`src/include/dcwtq_regs.svh`:
```
// register offsets, field positions and reset values of the trigger and
// codeword qualifier; assumes a 32-bit apb slave with word-aligned offsets
`ifndef DCWTQ_REGS_SVH
`define DCWTQ_REGS_SVH

`define DCWTQ_ADDR_W        12
`define DCWTQ_CTRL_OFS      12'h000
`define DCWTQ_VALID_OFS     12'h004
`define DCWTQ_CWORD_OFS     12'h008
`define DCWTQ_STATUS_OFS    12'h00C
`define DCWTQ_HIGH_OFS      12'h010
`define DCWTQ_LOW_OFS       12'h014
`define DCWTQ_SYNC_OFS      12'h018
// ctrl fields
`define DCWTQ_CTRL_SLOPE_LO 0
`define DCWTQ_CTRL_SRC_LO   2
`define DCWTQ_CTRL_ZSEL_BIT 7
`define DCWTQ_CTRL_TCLR_BIT 8
`define DCWTQ_CTRL_ECLR_BIT 9
`define DCWTQ_CTRL_RST      32'h0000_0000
// valid fields
`define DCWTQ_VALID_IDX_LO  0
`define DCWTQ_VALID_POL_LO  8
`define DCWTQ_VALID_IDX_MIN 5'h10
`define DCWTQ_VALID_RST     32'h0000_0010
// codeword fields
`define DCWTQ_CW_MASK_LO    0
`define DCWTQ_CW_SHIFT_LO   16
`define DCWTQ_CW_RST        32'h0000_03FF
// status bits
`define DCWTQ_ST_TRIG_BIT   0
`define DCWTQ_ST_GEN_BIT    1
`define DCWTQ_ST_TERR_BIT   2
`define DCWTQ_ST_RUN_BIT    3

`endif

```
`src/include/dcwtq_pkg.sv`:
```
// types shared by the trigger and codeword qualifier
// assumes nothing of its surroundings
package dcwtq_pkg;
    // trigger slope choice
    typedef enum logic [1:0] {
        DCWTQ_RISE  = 2'h0,
        DCWTQ_FALL  = 2'h1,
        DCWTQ_LEVEL = 2'h2
    } dcwtq_slope_t;
    // valid polarity choice
    typedef enum logic [1:0] {
        DCWTQ_POL_NONE = 2'h0,
        DCWTQ_POL_LOW  = 2'h1,
        DCWTQ_POL_HIGH = 2'h2,
        DCWTQ_POL_BOTH = 2'h3
    } dcwtq_pol_t;
    // start gating states, one-hot
    typedef enum logic [2:0] {
        DCWTQ_IDLE = 3'b001,
        DCWTQ_WAIT = 3'b010,
        DCWTQ_RUN  = 3'b100
    } dcwtq_state_t;
endpackage : dcwtq_pkg

```
`src/rtl/dcwtq_core.sv`:
```
// trigger detection, codeword qualification and start gating for one
// sequencer core; assumes apb master on clk and port inputs synchronous
//
// Added by the designer: the APB slave port and the register addresses.
`include "dcwtq_regs.svh"

module dcwtq_core
    import dcwtq_pkg::*;
#(
    parameter int NSRC = 8,                   // digital trigger sources
    parameter int NCH  = 4,                   // synchronised channels
    parameter int CW_W = 10                   // codeword width
) (
    input  wire logic              clk,             // 10 MHz clock
    input  wire logic              reset,           // sync, active high
    input  wire logic              psel,            // apb select
    input  wire logic              penable,         // apb enable
    input  wire logic              pwrite,          // apb direction
    input  wire logic [11:0]       paddr,           // apb byte address
    input  wire logic [31:0]       pwdata,          // apb write data
    output logic      [31:0]       prdata,          // apb read data
    output logic                   pready,          // apb ready
    output logic                   pslverr,         // apb error
    input  wire logic [NSRC-1:0]   trig_src,        // digital trigger sources
    input  wire logic [31:0]       port_in,         // parallel_digital_port
    input  wire logic [31:0]       link_in,         // sync link data word
    input  wire logic [4:0]        strobe_idx,      // strobe bit index
    input  wire logic [NCH-1:0]    sync_en,         // channels with sync on
    input  wire logic [NCH-1:0]    chan_ready,      // channels ready
    output logic                   trig_out,        // trigger to sequencer
    output logic [CW_W-1:0]        play_wave_by_codeword, // waveform select
    output logic                   cw_valid,        // codeword strobe
    output logic                   start_all        // common start pulse
);
    // ---------------- register state ----------------
    logic [31:0] ctrl_r, ctrl_nxt;            // slope, source, data select
    logic [31:0] valid_r, valid_nxt;          // valid index and polarity
    logic [31:0] cw_r, cw_nxt;                // mask and shift
    logic [31:0] prdata_r, prdata_nxt;        // read data
    logic        pready_r, pready_nxt;        // access-phase answer
    logic        pslverr_r, pslverr_nxt;      // unmapped answer
    // ---------------- datapath state ----------------
    logic [31:0] samp_r, samp_nxt;            // sampled input word
    logic [31:0] high_r, high_nxt;            // high bit status
    logic [31:0] low_r, low_nxt;              // low bit status
    logic        tsel_r, tsel_nxt;            // delayed trigger source
    logic        trig_flag_r, trig_flag_nxt;  // sticky trigger detected
    logic        trig_r, trig_nxt;            // trigger pulse/level out
    logic        gen_r, gen_nxt;              // codeword trigger indicator
    logic        terr_r, terr_nxt;            // sticky timing error
    logic [CW_W-1:0] cw_out_r, cw_out_nxt;    // codeword register
    logic        cwv_r, cwv_nxt;              // codeword valid pulse
    dcwtq_state_t st_r, st_nxt;               // start gating state
    logic        start_r, start_nxt;          // start pulse

    // decoded fields
    dcwtq_slope_t slope;                      // selected slope
    dcwtq_pol_t   pol;                        // selected polarity
    logic [2:0]   src_sel;                    // trigger source index
    logic [4:0]   vidx;                       // valid index with bit 4 forced high
    logic [4:0]   shamt;                      // codeword shift
    logic [CW_W-1:0] mask;                    // codeword mask
    logic         wr_acc;                     // write in access phase
    logic         rd_acc;                     // read in access phase
    logic         wr_done;                    // write completes at this edge
    logic [31:0]  din;                        // selected data word
    logic [31:0]  shifted;                    // shifted input word
    logic         qual;                       // valid qualifier met
    logic         strobe_edge;                // strobe changed
    logic         data_chg;                   // valid/data changed

    // address decode used by read and write paths
    function automatic logic is_mapped(input logic [11:0] a);
        is_mapped = (a == `DCWTQ_CTRL_OFS)   || (a == `DCWTQ_VALID_OFS) ||
                    (a == `DCWTQ_CWORD_OFS)  || (a == `DCWTQ_STATUS_OFS) ||
                    (a == `DCWTQ_HIGH_OFS)   || (a == `DCWTQ_LOW_OFS) ||
                    (a == `DCWTQ_SYNC_OFS);
    endfunction : is_mapped

    // field extraction
    always_comb begin
        slope   = dcwtq_slope_t'(ctrl_r[`DCWTQ_CTRL_SLOPE_LO +: 2]);
        src_sel = ctrl_r[`DCWTQ_CTRL_SRC_LO +: 3];
        pol     = dcwtq_pol_t'(valid_r[`DCWTQ_VALID_POL_LO +: 2]);
        vidx    = valid_r[`DCWTQ_VALID_IDX_LO +: 5] | `DCWTQ_VALID_IDX_MIN;
        shamt   = cw_r[`DCWTQ_CW_SHIFT_LO +: 5];
        mask    = cw_r[`DCWTQ_CW_MASK_LO +: CW_W];
        wr_acc  = psel && penable && pwrite;
        rd_acc  = psel && penable && !pwrite;
        wr_done = wr_acc && pready_r;
    end

    // apb slave: one wait state, answer on the second access cycle
    always_comb begin
        ctrl_nxt    = ctrl_r;
        valid_nxt   = valid_r;
        cw_nxt      = cw_r;
        prdata_nxt  = prdata_r;
        pready_nxt  = 1'b0;
        pslverr_nxt = 1'b0;
        // a write lands on the edge at which the master sees pready high
        if (wr_done) begin
            unique case (paddr)
                `DCWTQ_CTRL_OFS:  ctrl_nxt  = pwdata & 32'h0000_00FF;
                `DCWTQ_VALID_OFS: valid_nxt = pwdata & 32'h0000_031F;
                `DCWTQ_CWORD_OFS: cw_nxt    = pwdata & 32'h001F_03FF;
                default: ;
            endcase
        end
        // first access cycle: answer on the next edge, read data with it
        if (psel && penable && !pready_r) begin
            pready_nxt  = 1'b1;
            pslverr_nxt = !is_mapped(paddr);
            prdata_nxt  = 32'h0000_0000;
            if (rd_acc) begin
                unique case (paddr)
                    `DCWTQ_CTRL_OFS:   prdata_nxt = ctrl_r;
                    `DCWTQ_VALID_OFS:  prdata_nxt = valid_r | 32'h0000_0010;
                    `DCWTQ_CWORD_OFS:  prdata_nxt = cw_r;
                    `DCWTQ_STATUS_OFS: prdata_nxt = {28'h0000000, (st_r ==
                        DCWTQ_RUN), terr_r, gen_r, trig_flag_r};
                    `DCWTQ_HIGH_OFS:   prdata_nxt = high_r;
                    `DCWTQ_LOW_OFS:    prdata_nxt = low_r;
                    `DCWTQ_SYNC_OFS:   prdata_nxt = {24'h000000, 
                        4'(chan_ready), 4'(sync_en)};
                    default:           prdata_nxt = 32'h0000_0000;
                endcase
            end
        end
    end

    // trigger detection and sticky flags
    always_comb begin
        tsel_nxt      = trig_src[src_sel];
        trig_nxt      = 1'b0;
        unique case (slope)
            DCWTQ_RISE:  trig_nxt = tsel_nxt && !tsel_r;
            DCWTQ_FALL:  trig_nxt = !tsel_nxt && tsel_r;
            DCWTQ_LEVEL: trig_nxt = tsel_nxt;
            default:     trig_nxt = 1'b0;
        endcase
        trig_flag_nxt = trig_flag_r;
        if (wr_done && paddr == `DCWTQ_CTRL_OFS &&
            pwdata[`DCWTQ_CTRL_TCLR_BIT])
            trig_flag_nxt = 1'b0;
        if (trig_nxt)
            trig_flag_nxt = 1'b1;
    end

    // data sampling, qualification and codeword extraction
    always_comb begin
        din = ctrl_r[`DCWTQ_CTRL_ZSEL_BIT] ? link_in : port_in;
        samp_nxt = din;
        high_nxt = din;
        low_nxt  = ~din;
        shifted  = din >> shamt;
        unique case (pol)
            DCWTQ_POL_NONE: qual = 1'b1;
            DCWTQ_POL_LOW:  qual = !din[vidx];
            DCWTQ_POL_HIGH: qual = din[vidx];
            DCWTQ_POL_BOTH: qual = 1'b1;
            default:        qual = 1'b0;
        endcase
        strobe_edge = din[strobe_idx] ^ samp_r[strobe_idx];
        data_chg    = |((din ^ samp_r) & ~(32'h1 << strobe_idx));
        cwv_nxt     = strobe_edge && qual;
        cw_out_nxt  = cwv_nxt ? (shifted[CW_W-1:0] & mask)
                              : cw_out_r;
        gen_nxt     = cwv_nxt;
        terr_nxt    = terr_r;
        if (wr_done && paddr == `DCWTQ_CTRL_OFS &&
            pwdata[`DCWTQ_CTRL_ECLR_BIT])
            terr_nxt = 1'b0;
        if (strobe_edge && data_chg)
            terr_nxt = 1'b1;
    end

    // start gating across synchronised channels
    always_comb begin
        st_nxt    = st_r;
        start_nxt = 1'b0;
        unique case (st_r)
            DCWTQ_IDLE: if (|sync_en) st_nxt = DCWTQ_WAIT;
            DCWTQ_WAIT: begin
                if (~|sync_en) begin
                    st_nxt = DCWTQ_IDLE;
                end else if ((chan_ready & sync_en) == sync_en) begin
                    st_nxt    = DCWTQ_RUN;
                    start_nxt = 1'b1;
                end
            end
            DCWTQ_RUN:  if (~|sync_en) st_nxt = DCWTQ_IDLE;
            default:    st_nxt = DCWTQ_IDLE;
        endcase
    end

    // register all state
    always_ff @(posedge clk) begin
        if (reset) begin
            ctrl_r      <= `DCWTQ_CTRL_RST;
            valid_r     <= `DCWTQ_VALID_RST;
            cw_r        <= `DCWTQ_CW_RST;
            prdata_r    <= 32'h0000_0000;
            pready_r    <= 1'b0;
            pslverr_r   <= 1'b0;
            samp_r      <= 32'h0000_0000;
            high_r      <= 32'h0000_0000;
            low_r       <= 32'h0000_0000;
            tsel_r      <= 1'b0;
            trig_flag_r <= 1'b0;
            trig_r      <= 1'b0;
            gen_r       <= 1'b0;
            terr_r      <= 1'b0;
            cw_out_r    <= '0;
            cwv_r       <= 1'b0;
            st_r        <= DCWTQ_IDLE;
            start_r     <= 1'b0;
        end else begin
            ctrl_r      <= ctrl_nxt;
            valid_r     <= valid_nxt;
            cw_r        <= cw_nxt;
            prdata_r    <= prdata_nxt;
            pready_r    <= pready_nxt;
            pslverr_r   <= pslverr_nxt;
            samp_r      <= samp_nxt;
            high_r      <= high_nxt;
            low_r       <= low_nxt;
            tsel_r      <= tsel_nxt;
            trig_flag_r <= trig_flag_nxt;
            trig_r      <= trig_nxt;
            gen_r       <= gen_nxt;
            terr_r      <= terr_nxt;
            cw_out_r    <= cw_out_nxt;
            cwv_r       <= cwv_nxt;
            st_r        <= st_nxt;
            start_r     <= start_nxt;
        end
    end

    // outputs straight from flip-flops
    assign prdata                = prdata_r;
    assign pready                = pready_r;
    assign pslverr               = pslverr_r;
    assign trig_out              = trig_r;
    assign play_wave_by_codeword = cw_out_r;
    assign cw_valid              = cwv_r;
    assign start_all             = start_r;

    // ---------------- checks ----------------
    trig_sticky_a: assert property (@(posedge clk) disable iff (reset)
        trig_r |-> trig_flag_r) else $error("trigger flag not set");
    rise_edge_a: assert property (@(posedge clk) disable iff (reset)
        (slope == DCWTQ_RISE && $rose(tsel_r) && $stable(ctrl_r))
        |=> $past(trig_r) || trig_r) else $error("rising edge missed");
    level_trig_a: assert property (@(posedge clk) disable iff (reset)
        (slope == DCWTQ_LEVEL && tsel_r && $stable(ctrl_r)) |-> trig_r)
        else $error("level trigger missing");
    valid_idx_a: assert property (@(posedge clk) disable iff (reset)
        vidx[4]) else $error("valid index below 16");
    cw_value_a: assert property (@(posedge clk) disable iff (reset)
        cwv_r |-> (cw_out_r & ~$past(mask)) == '0)
        else $error("codeword outside mask");
    high_low_a: assert property (@(posedge clk) disable iff (reset)
        !$past(reset) |-> (high_r == ~low_r))
        else $error("high and low disagree");
    terr_set_a: assert property (@(posedge clk) disable iff (reset)
        (strobe_edge && data_chg) |=> terr_r) else $error("timing error lost");
    sync_start_a: assert property (@(posedge clk) disable iff (reset)
        start_r |-> $past((chan_ready & sync_en) == sync_en && |sync_en))
        else $error("start before all ready");
    // falling edge of tsel_r in fall mode gives a pulse in the same cycle
    fall_edge_a: assert property (@(posedge clk) disable iff (reset)
        (slope == DCWTQ_FALL && $fell(tsel_r) && $stable(ctrl_r))
        |-> trig_r) else $error("falling edge missed");
    // low polarity refuses a strobe while the valid bit is high
    pol_low_a: assert property (@(posedge clk) disable iff (reset)
        (pol == DCWTQ_POL_LOW && din[vidx] && strobe_edge) |=> !cwv_r)
        else $error("codeword taken with valid high");
    // high polarity refuses a strobe while the valid bit is low
    pol_high_a: assert property (@(posedge clk) disable iff (reset)
        (pol == DCWTQ_POL_HIGH && !din[vidx] && strobe_edge) |=> !cwv_r)
        else $error("codeword taken with valid low");
    // codeword only moves together with its valid pulse
    cw_hold_a: assert property (@(posedge clk) disable iff (reset)
        $changed(cw_out_r) |-> cwv_r) else $error("codeword moved alone");
    // timing error stays set until software clears it
    terr_hold_a: assert property (@(posedge clk) disable iff (reset)
        (terr_r && !(wr_done && paddr == `DCWTQ_CTRL_OFS &&
        pwdata[`DCWTQ_CTRL_ECLR_BIT])) |=> terr_r)
        else $error("timing error dropped");
    // common start is a single pulse per arming
    start_once_a: assert property (@(posedge clk) disable iff (reset)
        start_r |=> !start_r) else $error("start pulse too long");
endmodule : dcwtq_core

```
`config.mk`:
```
export PLATFORM = sky130hd
export DESIGN_NAME = dcwtq_core
export DESIGN_NICKNAME = d
export VERILOG_FILES = /design/src/include/dcwtq_pkg.sv /design/src/rtl/dcwtq_core.sv
export VERILOG_INCLUDE_DIRS = /design/src /design/src/include
export SDC_FILE = /design/constraint.sdc
export NUM_CORES = 1
export LEC_CHECK = 0
export BUFFER_PORTS_ARGS = -buffer_cell sky130_fd_sc_hd__buf_2
export CORE_MARGIN = 2
export CORE_UTILIZATION = 56
export DETAILED_ROUTE_END_ITERATION = 7
export PLACE_DENSITY = 0.82
export REMOVE_ABC_BUFFERS = 1
export SLEW_MARGIN = 10
export SYNTH_ARGS = -nofsm -noshare
export SYNTH_HDL_FRONTEND = slang
export SYNTH_SLANG_ARGS = --single-unit
```
`constraint.sdc`:
```
create_clock -name clk -period 3.8 [get_ports clk]
set_input_delay 0.76 -clock clk [delete_from_list [all_inputs] [get_ports clk]]
set_output_delay 0.76 -clock clk [all_outputs]
set_load 0.05 [all_outputs]
```
# Word level (Yosys, flattened, before mapping)
# Index checks and enable logic that the tools add are counted.
op_classes:
  order_cmp: 3
  eq_ne: 18
  shifts: 2
  n_mux: 24
  bitwise_logic: 10
  reduce_logical: 38
ops:
  columns: ["operator", "count"]
  rows:
  - ["32-bit case mux with 7 select lines", 1]
  - ["32-bit 2-to-1 mux", 2]
  - ["32-bit inverter", 2]
  - ["12-bit by 5-bit equality test with 1-bit output (second input constant)", 3]
  - ["32-bit bitwise AND", 1]
  - ["32-bit OR reduction", 1]
  - ["1-bit by 5-bit << shifter with 32-bit output (first input constant)", 1]
  - ["32-bit by 5-bit right shift with 10-bit output", 1]
  - ["32-bit bitwise XOR", 1]
  - ["12-bit by 4-bit equality test with 1-bit output (second input constant)", 2]
  - ["12-bit by 3-bit equality test with 1-bit output (second input constant)", 1]
  - ["1-bit logical AND", 12]
  - ["12-bit zero test", 1]
  - ["5-bit by 6-bit less-than comparator with 1-bit output (second input constant)", 2]
  - ["3-bit 2-to-1 mux", 4]
  - ["10-bit bitwise AND", 1]
  - ["1-bit binary-select mux with 5-bit select", 2]
  - ["1-bit 2-to-1 mux", 10]
  - ["3-bit case mux with 3 select lines", 1]
  - ["2-bit equality test (second input constant)", 3]
  - ["1-bit zero test", 6]
  - ["1-bit logical OR", 6]
  - ["1-bit case mux with 3 select lines", 2]
  - ["2-bit AND reduction", 3]
  - ["other kinds (19)", 26]
word_totals:
  regBits: 147
  input_bits: 134
  elab_cells: 111

# Longest topological paths before layout
# Gate-level depths: netlist of run 1.
logic_depth:
  depth_word: 8
  depth_mapped: 13

# Worst setup path before layout of run 1
# No wires, ideal clock.
synth_timing:
  path_kind: "in2reg"
  start: "input port paddr[9]"
  end: "register trig_flag_r"
  setup_time_ns: 0.116
  arrival_ns: 2.800
  path_slack_ns: 0.884
  path_stages: 7
  path_buffers: 1
  cell_sequence: "nor4_1 > nand3_1 > nor4_1 > nor2b_1 > clkbuf_1 > nand2_1 > a31o_2"
synth_via:
  elab_chain_len: 4
synth_lines:
  columns: ["element", "line", "text"]
  rows:
  - ["start: declaration", "dcwtq_core.sv:19", "input wire logic [11:0] paddr,"]
  - ["12-bit zero test", null, null]
  - ["1-bit logical AND (no source line)", null, null]
  - ["1-bit logical AND", "dcwtq_core.sv:143", "if (wr_done && paddr == `DCWTQ_CTRL_OFS &&"]
  - ["2-bit nonzero test (no source line)", null, null]
  - ["end signal: assignment", "dcwtq_core.sv:229", "trig_flag_r <= trig_flag_nxt;"]
  - ["end: declaration", "dcwtq_core.sv:47", "logic trig_flag_r, trig_flag_nxt;"]
# Every way passes these cells.
# A chain may end at the register's enable or synchronous reset.

# Final worst setup path of run 1
layout_timing:
  start: "register ctrl_r[7]"
  end: "register terr_r"
layout_via:
  elab_chain_len: 6
layout_lines:
  columns: ["element", "line", "text"]
  rows:
  - ["start: declaration", "dcwtq_core.sv:36", "logic [31:0] ctrl_r, ctrl_nxt;"]
  - ["start signal: assignment", "dcwtq_core.sv:200", "ctrl_r <= `DCWTQ_CTRL_RST;"]
  - ["start signal: assignment", "dcwtq_core.sv:219", "ctrl_r <= ctrl_nxt;"]
  - ["32-bit 2-to-1 mux (*)", "dcwtq_core.sv:152", "din = ctrl_r[`DCWTQ_CTRL_ZSEL_BIT] ? link_in : port_in;"]
  - ["1-bit binary-select mux with 5-bit select or 32-bit bitwise XOR (tied branches)", "dcwtq_core.sv:164, dcwtq_core.sv:165", null]
  - ["1-bit 2-to-1 mux (implied by the code) or 32-bit bitwise AND (tied branches)", "dcwtq_core.sv:164, dcwtq_core.sv:165", null]
  - ["1-bit bitwise XOR or 32-bit OR reduction (tied branches)", "dcwtq_core.sv:164, dcwtq_core.sv:165", null]
  - ["1-bit logical AND (*)", "dcwtq_core.sv:174", "if (strobe_edge && data_chg)"]
  - ["1-bit 2-to-1 mux or 2-bit nonzero test (tied branches)", null, null]
  - ["end signal: assignment", "dcwtq_core.sv:232", "terr_r <= terr_nxt;"]
  - ["end: declaration", "dcwtq_core.sv:50", "logic terr_r, terr_nxt;"]
# Every way passes the cells marked *; elsewhere a longest branch is shown, timed or not. The select of a mux whose other input is x is not followed.

==> results of run 1 <==
layout make-up:
cell class                      count  area, um2
Multi-Input combinational cell    717       5230
Fill cell                        1222       4920
Sequential cell                   146       2930
Timing Repair Buffer              201       1100
Clock buffer                       20        457
Tap cell                          188        235
Clock inverter                     12        123
Inverter                           25       93.8
logic make-up after synthesis:
kind of cell,after synthesis,synth area share [%]
multiplexers,153,24.5
buffers and inverters,99,5.31
AO/OA/AOI/OAI,197,15.1
adder cells (fa/ha/maj),2,0.291
AND/OR/NAND/NOR,331,17.3
XOR/XNOR,34,3.46
flip-flops,146,34.0
worst paths after layout:
path	startpoint	endpoint	slack (ns)	depth (start not counted)
worst max-delay path	ctrl_r[7]	terr_r	0.38	9
worst min-delay path	play_wave_by_codeword[6]	play_wave_by_codeword[6]	0.46	2
worst max register to register	ctrl_r[7]	terr_r	0.38	9
worst min register to register	play_wave_by_codeword[6]	play_wave_by_codeword[6]	0.46	2
power by group through the flow:
stage / registers (uW) / clock network (uW) / logic (uW)
3_5_place_dp: 1670 / 0 / 603
2_1_floorplan: 1730 / 0 / 287
5_1_grt: 1640 / 1710 / 658
4_1_cts: 1630 / 1660 / 607
3_3_place_gp: 1660 / 0 / 598
6_report: 1640 / 1650 / 617
per-layer routing:
| layer | vias up | GRT usage [%] | share of wire, % |
|---|---|---|---|
| met1 | 3877 | 44.9 | 41 |
| met5 | - | 0 | 0 |
| li1 | 3771 | - | - |
| met2 | 491 | 54.5 | 46 |
| met4 | 0 | 14.6 | 3.6 |
| met3 | 70 | 6.97 | 9.7 |
through the flow:
stage | std cells | power [uW] | TNS (ns) | util (%)
3_3_place_gp | 1277 | 2260 | 0 | 63.6
3_5_place_dp | 1277 | 2270 | 0 | 63.6
2_1_floorplan | 888 | 2010 | -16.80 | -
6_report | 1309 | 3900 | 0 | 67.4
5_1_grt | 1309 | 4010 | 0 | 67.4
4_1_cts | 1309 | 3900 | 0 | 67.4
placed cells by master, fill, tap and decap left out, types with 10 or more instances in the layout:
| cell | count |
|---|---|
| buf_2 | 162 |
| dfxtp_1 | 145 |
| nor2_1 | 142 |
| nand2_1 | 89 |
| a21oi_1 | 84 |
| mux2i_1 | 81 |
| mux4_2 | 39 |
| buf_4 | 39 |
| a22oi_1 | 35 |
| inv_1 | 24 |
| and2_1 | 22 |
| xnor2_1 | 21 |
| mux2_2 | 21 |
| clkbuf_16 | 17 |
| nand3_1 | 15 |
| o21ai_0 | 15 |
| xor2_1 | 13 |
| o211ai_1 | 12 |
| nor4_1 | 11 |
| o22ai_1 | 11 |
| a222oi_1 | 10 |
| nor2b_1 | 10 |
sequential cells by signal (all words and copies together), names as in the netlist, 3 cells and up:
name,cells
play_wave_by_codeword,10
low_r,32
ctrl_r,8
prdata,32
cw_r,15
st_r,3
high_r,32
valid_r,6
critical path: stages (launching register included):
cell and delay (ns):
dfxtp_4 0.60, buf_4 0.38, mux2_2 0.44, xnor2_1 0.31, a21oi_1 0.12, nor4_1 0.33, o2111ai_1 0.17, or4b_1 0.59
a22oi_1 0.23, nor2_1 0.07
==> impl_metrics.py, run 1 <==
metrics = {
    "outcome": {
        "status": "complete, no violations",
    },
    "routing": {
        "firstDrtPassIters": 7,
        "antenna_left": 0,
        "via_count": 8209,
        "totalWireLength_um": 27400,
        "wire_per_inst_um": 20.9,
        "drt_iter0_drc": 1136,
        "drc": 0,
        "viasPerCell": 6.27,
    },
    "final_layout": {
        "area_delta_synth_final_pct": 18.3,
        "drive_above_1_share_pct": 28.5,
        "diodes": 0,
        "fin_nets": 1244,
        "finalInstanceArea_um2": 10200,
    },
    "synthesis": {
        "synthArstFlopShare_pct": 0,
        "synth_edf_count": 0,
        "syn_area_per_cell_um2": 8.93,
        "synthTopCellsByArea": "dfxtp_1, mux4_2, mux2i_1",
        "yosys.cell_count.top_type": "dfxtp_1",
        "syn_inst": 962,
        "ys.flop_type": "dfxtp_1",
        "yosysSeqAreaShare_pct": 34.0,
        "synth_seq_cells": 146,
        "synth_top_area_share_pct": 34.0,
        "yosys_warnings": 0,
        "yosys.area.top_type": "dfxtp_1",
        "synth_cell_types": 58,
        "synthTopCellsByCount": "dfxtp_1, nor2_1, nand2_1",
        "syn_area_um2": 8590,
    },
    "die": {
        "die_area_um2": 16400,
        "start_util_pct": 57.0,
        "rows": 45,
        "core_area_um2": 15100,
        "ios": 181,
        "die_y_um": 128,
        "fp.dieW_um": 128,
    },
    "timing": {
        "fmax_ghz": 0.293,
        "relSlewSlack_pct": 31.2,
        "rsz0062_at_grt": "false",
        "slew_violations": 0,
        "fin_hold_ws_ns": 0.458,
        "fin_ws_ns": 0.384,
        "clock_skew_ns": 0.00898,
        "finalCriticalPeriod_ns": 3.42,
        "setup_viol": 0,
        "hold_violations": 0,
        "worst_slew_pin_slew_ns": 1.03,
        "finalCritPeriodShare_pct": 89.9,
    },
    "clock_tree": {
        "cts_num_sinks": 146,
        "hold_buffers": 0,
        "cts_post_setup_buffers_inserted": 0,
        "htree_num_levels": 4,
        "cts_root_buf": "clkbuf_16",
        "cts.clk_slew.worst_paths_ns": 0.06,
        "postCtsResizedCells": 0,
        "worstSkewPairLatency_ns": 0.43,
        "cts_tree": "built",
        "cts_buffer_depth": 2,
        "cts_buffers": 17,
    },
    "critical_path": {
        "endpoint_kind": "flip-flop",
        "required_ns": 4.09,
        "critical_path_class": "reg -> reg",
        "worstPathMaxFanout": 22,
        "cp-start-kind": "flip-flop",
        "cp.arrival_ns": 3.71,
    },
    "placed_design": {
        "numPortBuffers": 163,
        "dpl_worst_slack_ns": 0.377,
        "hpwl_um": 19900,
        "placedInstanceArea_um2": 9590,
        "routabilityCongestion": 0.988,
    },
    "global_routing": {
        "gr-total-overflow": 0,
        "grt_max_degree": 58,
        "grt_pass1_wl_um": 42500,
        "grt_pass1_vias": 7698,
        "grt_usage_pct": 34.0,
        "antenna_found_initial": 0,
    },
    "min_path": {
        "hold_path_class": "reg -> reg",
    },
    "power_and_ir_drop": {
        "power_frac_seq_pct": 41.9,
        "pwr-share-comb_pct": 15.8,
        "power_frac_clock_pct": 42.3,
        "leakage_uw": 0.00402,
        "peakVddDrop_mv": 0.300,
        "power_density_nw_per_um2": 384,
        "p_sw_share_pct": 28.8,
        "intPower_uw": 2780,
        "p_switching_uw": 1120,
    },
    "job": {
        "maxCapViolations": 0,
    },
}
(Power assumes the default switching activity.)
==> inputs of run 2 (changes only) <==
--- a/config.mk
+++ b/config.mk
@@ -7,10 +7,12 @@
 export NUM_CORES = 1
 export LEC_CHECK = 0
 export BUFFER_PORTS_ARGS = -buffer_cell sky130_fd_sc_hd__buf_2
+export CELL_PAD_IN_SITES_DETAIL_PLACEMENT = 0
+export CELL_PAD_IN_SITES_GLOBAL_PLACEMENT = 1
 export CORE_MARGIN = 2
-export CORE_UTILIZATION = 56
+export CORE_UTILIZATION = 42
 export DETAILED_ROUTE_END_ITERATION = 7
-export PLACE_DENSITY = 0.82
+export PLACE_DENSITY_LB_ADDON = 0.1
 export REMOVE_ABC_BUFFERS = 1
 export SLEW_MARGIN = 10
 export SYNTH_ARGS = -nofsm -noshare
==> run 2 against run 1 <==
  * Sequential power is essentially flat
  * Via count down 3.0%
  * Hold slack better by 0.0058 ns
  * First-iteration DRC count shrank 52%
  * Final area increased by 2.3%
  * Sequential share of layout area down 0.63 points
  * Wire length is 9.7% higher
  * Clock skew increased by 0.0061 ns
  * Maximum frequency increased by 0.79%
  * Critical path depth stayed put
  * Register-to-register slack gained 0.03 ns
  * Critical path type unchanged
  * Critical endpoint is now play_wave_by_codeword[4]
  * Largest power group unchanged
  * Highest routed layer unchanged
==> impl_metrics.py, run 2 (synthesis gave the netlist of run 1 again) <==
metrics = {
    "outcome": {
        "status": "complete, no violations",
    },
    "final_layout": {
        "drive_above_1_share_pct": 29.5,
        "layout_common_cells": "buf_2, dfxtp_1, nor2_1, nand2_1, a21oi_1",
        "fin_nets": 1257,
        "area_delta_synth_final_pct": 21.0,
        "final_common_cell": "buf_2",
        "fillers": 2010,
        "diodes": 0,
    },
    "routing": {
        "antenna_left": 0,
        "totalWireLength_um": 30100,
        "drt_iter0_drc": 547,
        "drc": 0,
        "wire_per_inst_um": 21.4,
        "viasPerCell": 5.67,
        "firstDrtPassIters": 7,
        "via_count": 7963,
    },
    "critical_path": {
        "timing.rr.start": "ctrl_r[7]",
        "cp.arrival_ns": 3.75,
        "critPathLaunch": "ctrl_r[7]",
        "critical_path_class": "reg -> reg",
        "crit_path_end": "play_wave_by_codeword[4]",
        "path_depth": 9,
        "path_delay_family": "simple AND/OR/NAND/NOR gates",
        "rrSetupSlack_ns": 0.41,
        "slowest_delay_ns": 0.76,
        "worstPathMaxFanout": 32,
        "r2r_cells": 9,
        "cp-start-kind": "flip-flop",
        "crit_chain": "mux2i_1, nand2_1, o2111ai_1, a21oi_1, or4_1, a211o_1, nand3_2, buf_4, mux2i_1",
        "endpoint_kind": "flip-flop",
        "critPathBufInv": 1,
        "worst_path_max_delay_cell": "dfxtp_4",
        "required_ns": 4.16,
        "timing.rr.end": "play_wave_by_codeword[4]",
        "path_common_cell": "mux2i_1",
    },
    "clock_tree": {
        "postCtsResizedCells": 0,
        "htree_num_levels": 4,
        "cts_num_sinks": 146,
        "worstSkewPairLatency_ns": 0.44,
        "cts_root_buf": "clkbuf_16",
        "cts_tree": "built",
        "cts_buffer_depth": 2,
        "cts.clk_slew.worst_paths_ns": 0.07,
        "cts_buffers": 17,
        "hold_buffers": 0,
        "cts_post_setup_buffers_inserted": 0,
    },
    "placed_design": {
        "numPortBuffers": 163,
        "dpl_worst_slack_ns": 0.412,
        "routabilityCongestion": 0.884,
        "hpwl_um": 22400,
    },
    "global_routing": {
        "grt_max_degree": 48,
        "antenna_found_initial": 0,
        "gr-total-overflow": 0,
        "grt_usage_pct": 27.8,
        "grt_pass1_vias": 7672,
        "grt_pass1_wl_um": 45900,
    },
    "timing": {
        "finalCriticalPeriod_ns": 3.39,
        "hold_violations": 0,
        "rsz0062_at_grt": "false",
        "fin_ws_ns": 0.410,
        "setup_viol": 0,
        "fin_hold_ws_ns": 0.464,
        "relSlewSlack_pct": 44.5,
        "worst_slew_pin_slew_ns": 0.831,
        "fmax_ghz": 0.295,
        "clock_skew_ns": 0.0151,
        "slew_violations": 0,
        "finalCritPeriodShare_pct": 89.2,
    },
    "die": {
        "start_util_pct": 42.6,
        "die_y_um": 147,
        "fp.dieW_um": 147,
        "die_area_um2": 21600,
        "ios": 181,
        "core_area_um2": 20200,
        "rows": 52,
    },
    "power_and_ir_drop": {
        "power_density_nw_per_um2": 383,
        "peakVddDrop_mv": 0.297,
        "leakage_uw": 0.00409,
    },
    "min_path": {
        "hold_start": "play_wave_by_codeword[9]",
        "hold_path_class": "reg -> reg",
    },
    "job": {
        "maxCapViolations": 0,
    },
}
run 2: stage by stage:
| stage | total power, uW | utilization [%] | TNS (ns) | instance area, um2 | cells |
|---|---|---|---|---|---|
| finish | 3990 | 51.6 | 0 | 10400 | 1404 |
| global route | 4130 | 51.6 | 0 | 10400 | 1404 |
| CTS | 4010 | 51.6 | 0 | 10400 | 1404 |
| detailed placement | 2300 | 48.6 | 0 | 9800 | 1372 |
| global placement | 2300 | 48.6 | 0 | 9800 | 1372 |
| floorplan | 2010 | - | -16.80 | 8230 | 888 |
run 2: per-layer routing:
layer / up-vias / track usage [%] / share of wire, % / routed length [um]
met5: - / 0 / 0 / 0
met4: 0 / 10.1 / 2.7 / 822
met3: 44 / 4.13 / 4.6 / 1400
met2: 260 / 45.4 / 47 / 14000
met1: 3854 / 37.7 / 46 / 13900
li1: 3805 / - / - / -
run 2: worst min-delay path by stage:
stage / depth (start not counted) / end / slack (ns)
2_1_floorplan: 2 / ctrl_r[5] / 0.43
4_1_cts: 2 / play_wave_by_codeword[5] / 0.46
5_1_grt: 2 / ctrl_r[5] / 0.49
3_5_place_dp: 2 / ctrl_r[5] / 0.45
3_3_place_gp: 2 / ctrl_r[6] / 0.44
6_report: 2 / play_wave_by_codeword[9] / 0.46
run 2: worst register-to-register path: stages, from the launching register on:
cell and delay [ns]:
dfxtp_4 0.76, mux2i_1 0.67, nand2_1 0.11, o2111ai_1 0.10, a21oi_1 0.08, or4_1 0.62, a211o_1 0.40, nand3_2 0.17
buf_4 0.21, mux2i_1 0.19
run 2: final cells by class:
class	instances	area (um2)	area share [%]
multi-input cells	717	5230	50.3
repair buffers	214	1210	11.7
well taps	270	338	3.25
clock buffers	17	425	4.09
clock inverters	15	170	1.64
flip-flops and latches	146	2930	28.1
inverters	25	93.8	0.902
run 2: power by group:
part / internal (uW) / switching [uW]
Combinational: 248 / 385
Clock: 936 / 785
Sequential: 1590 / 41.9
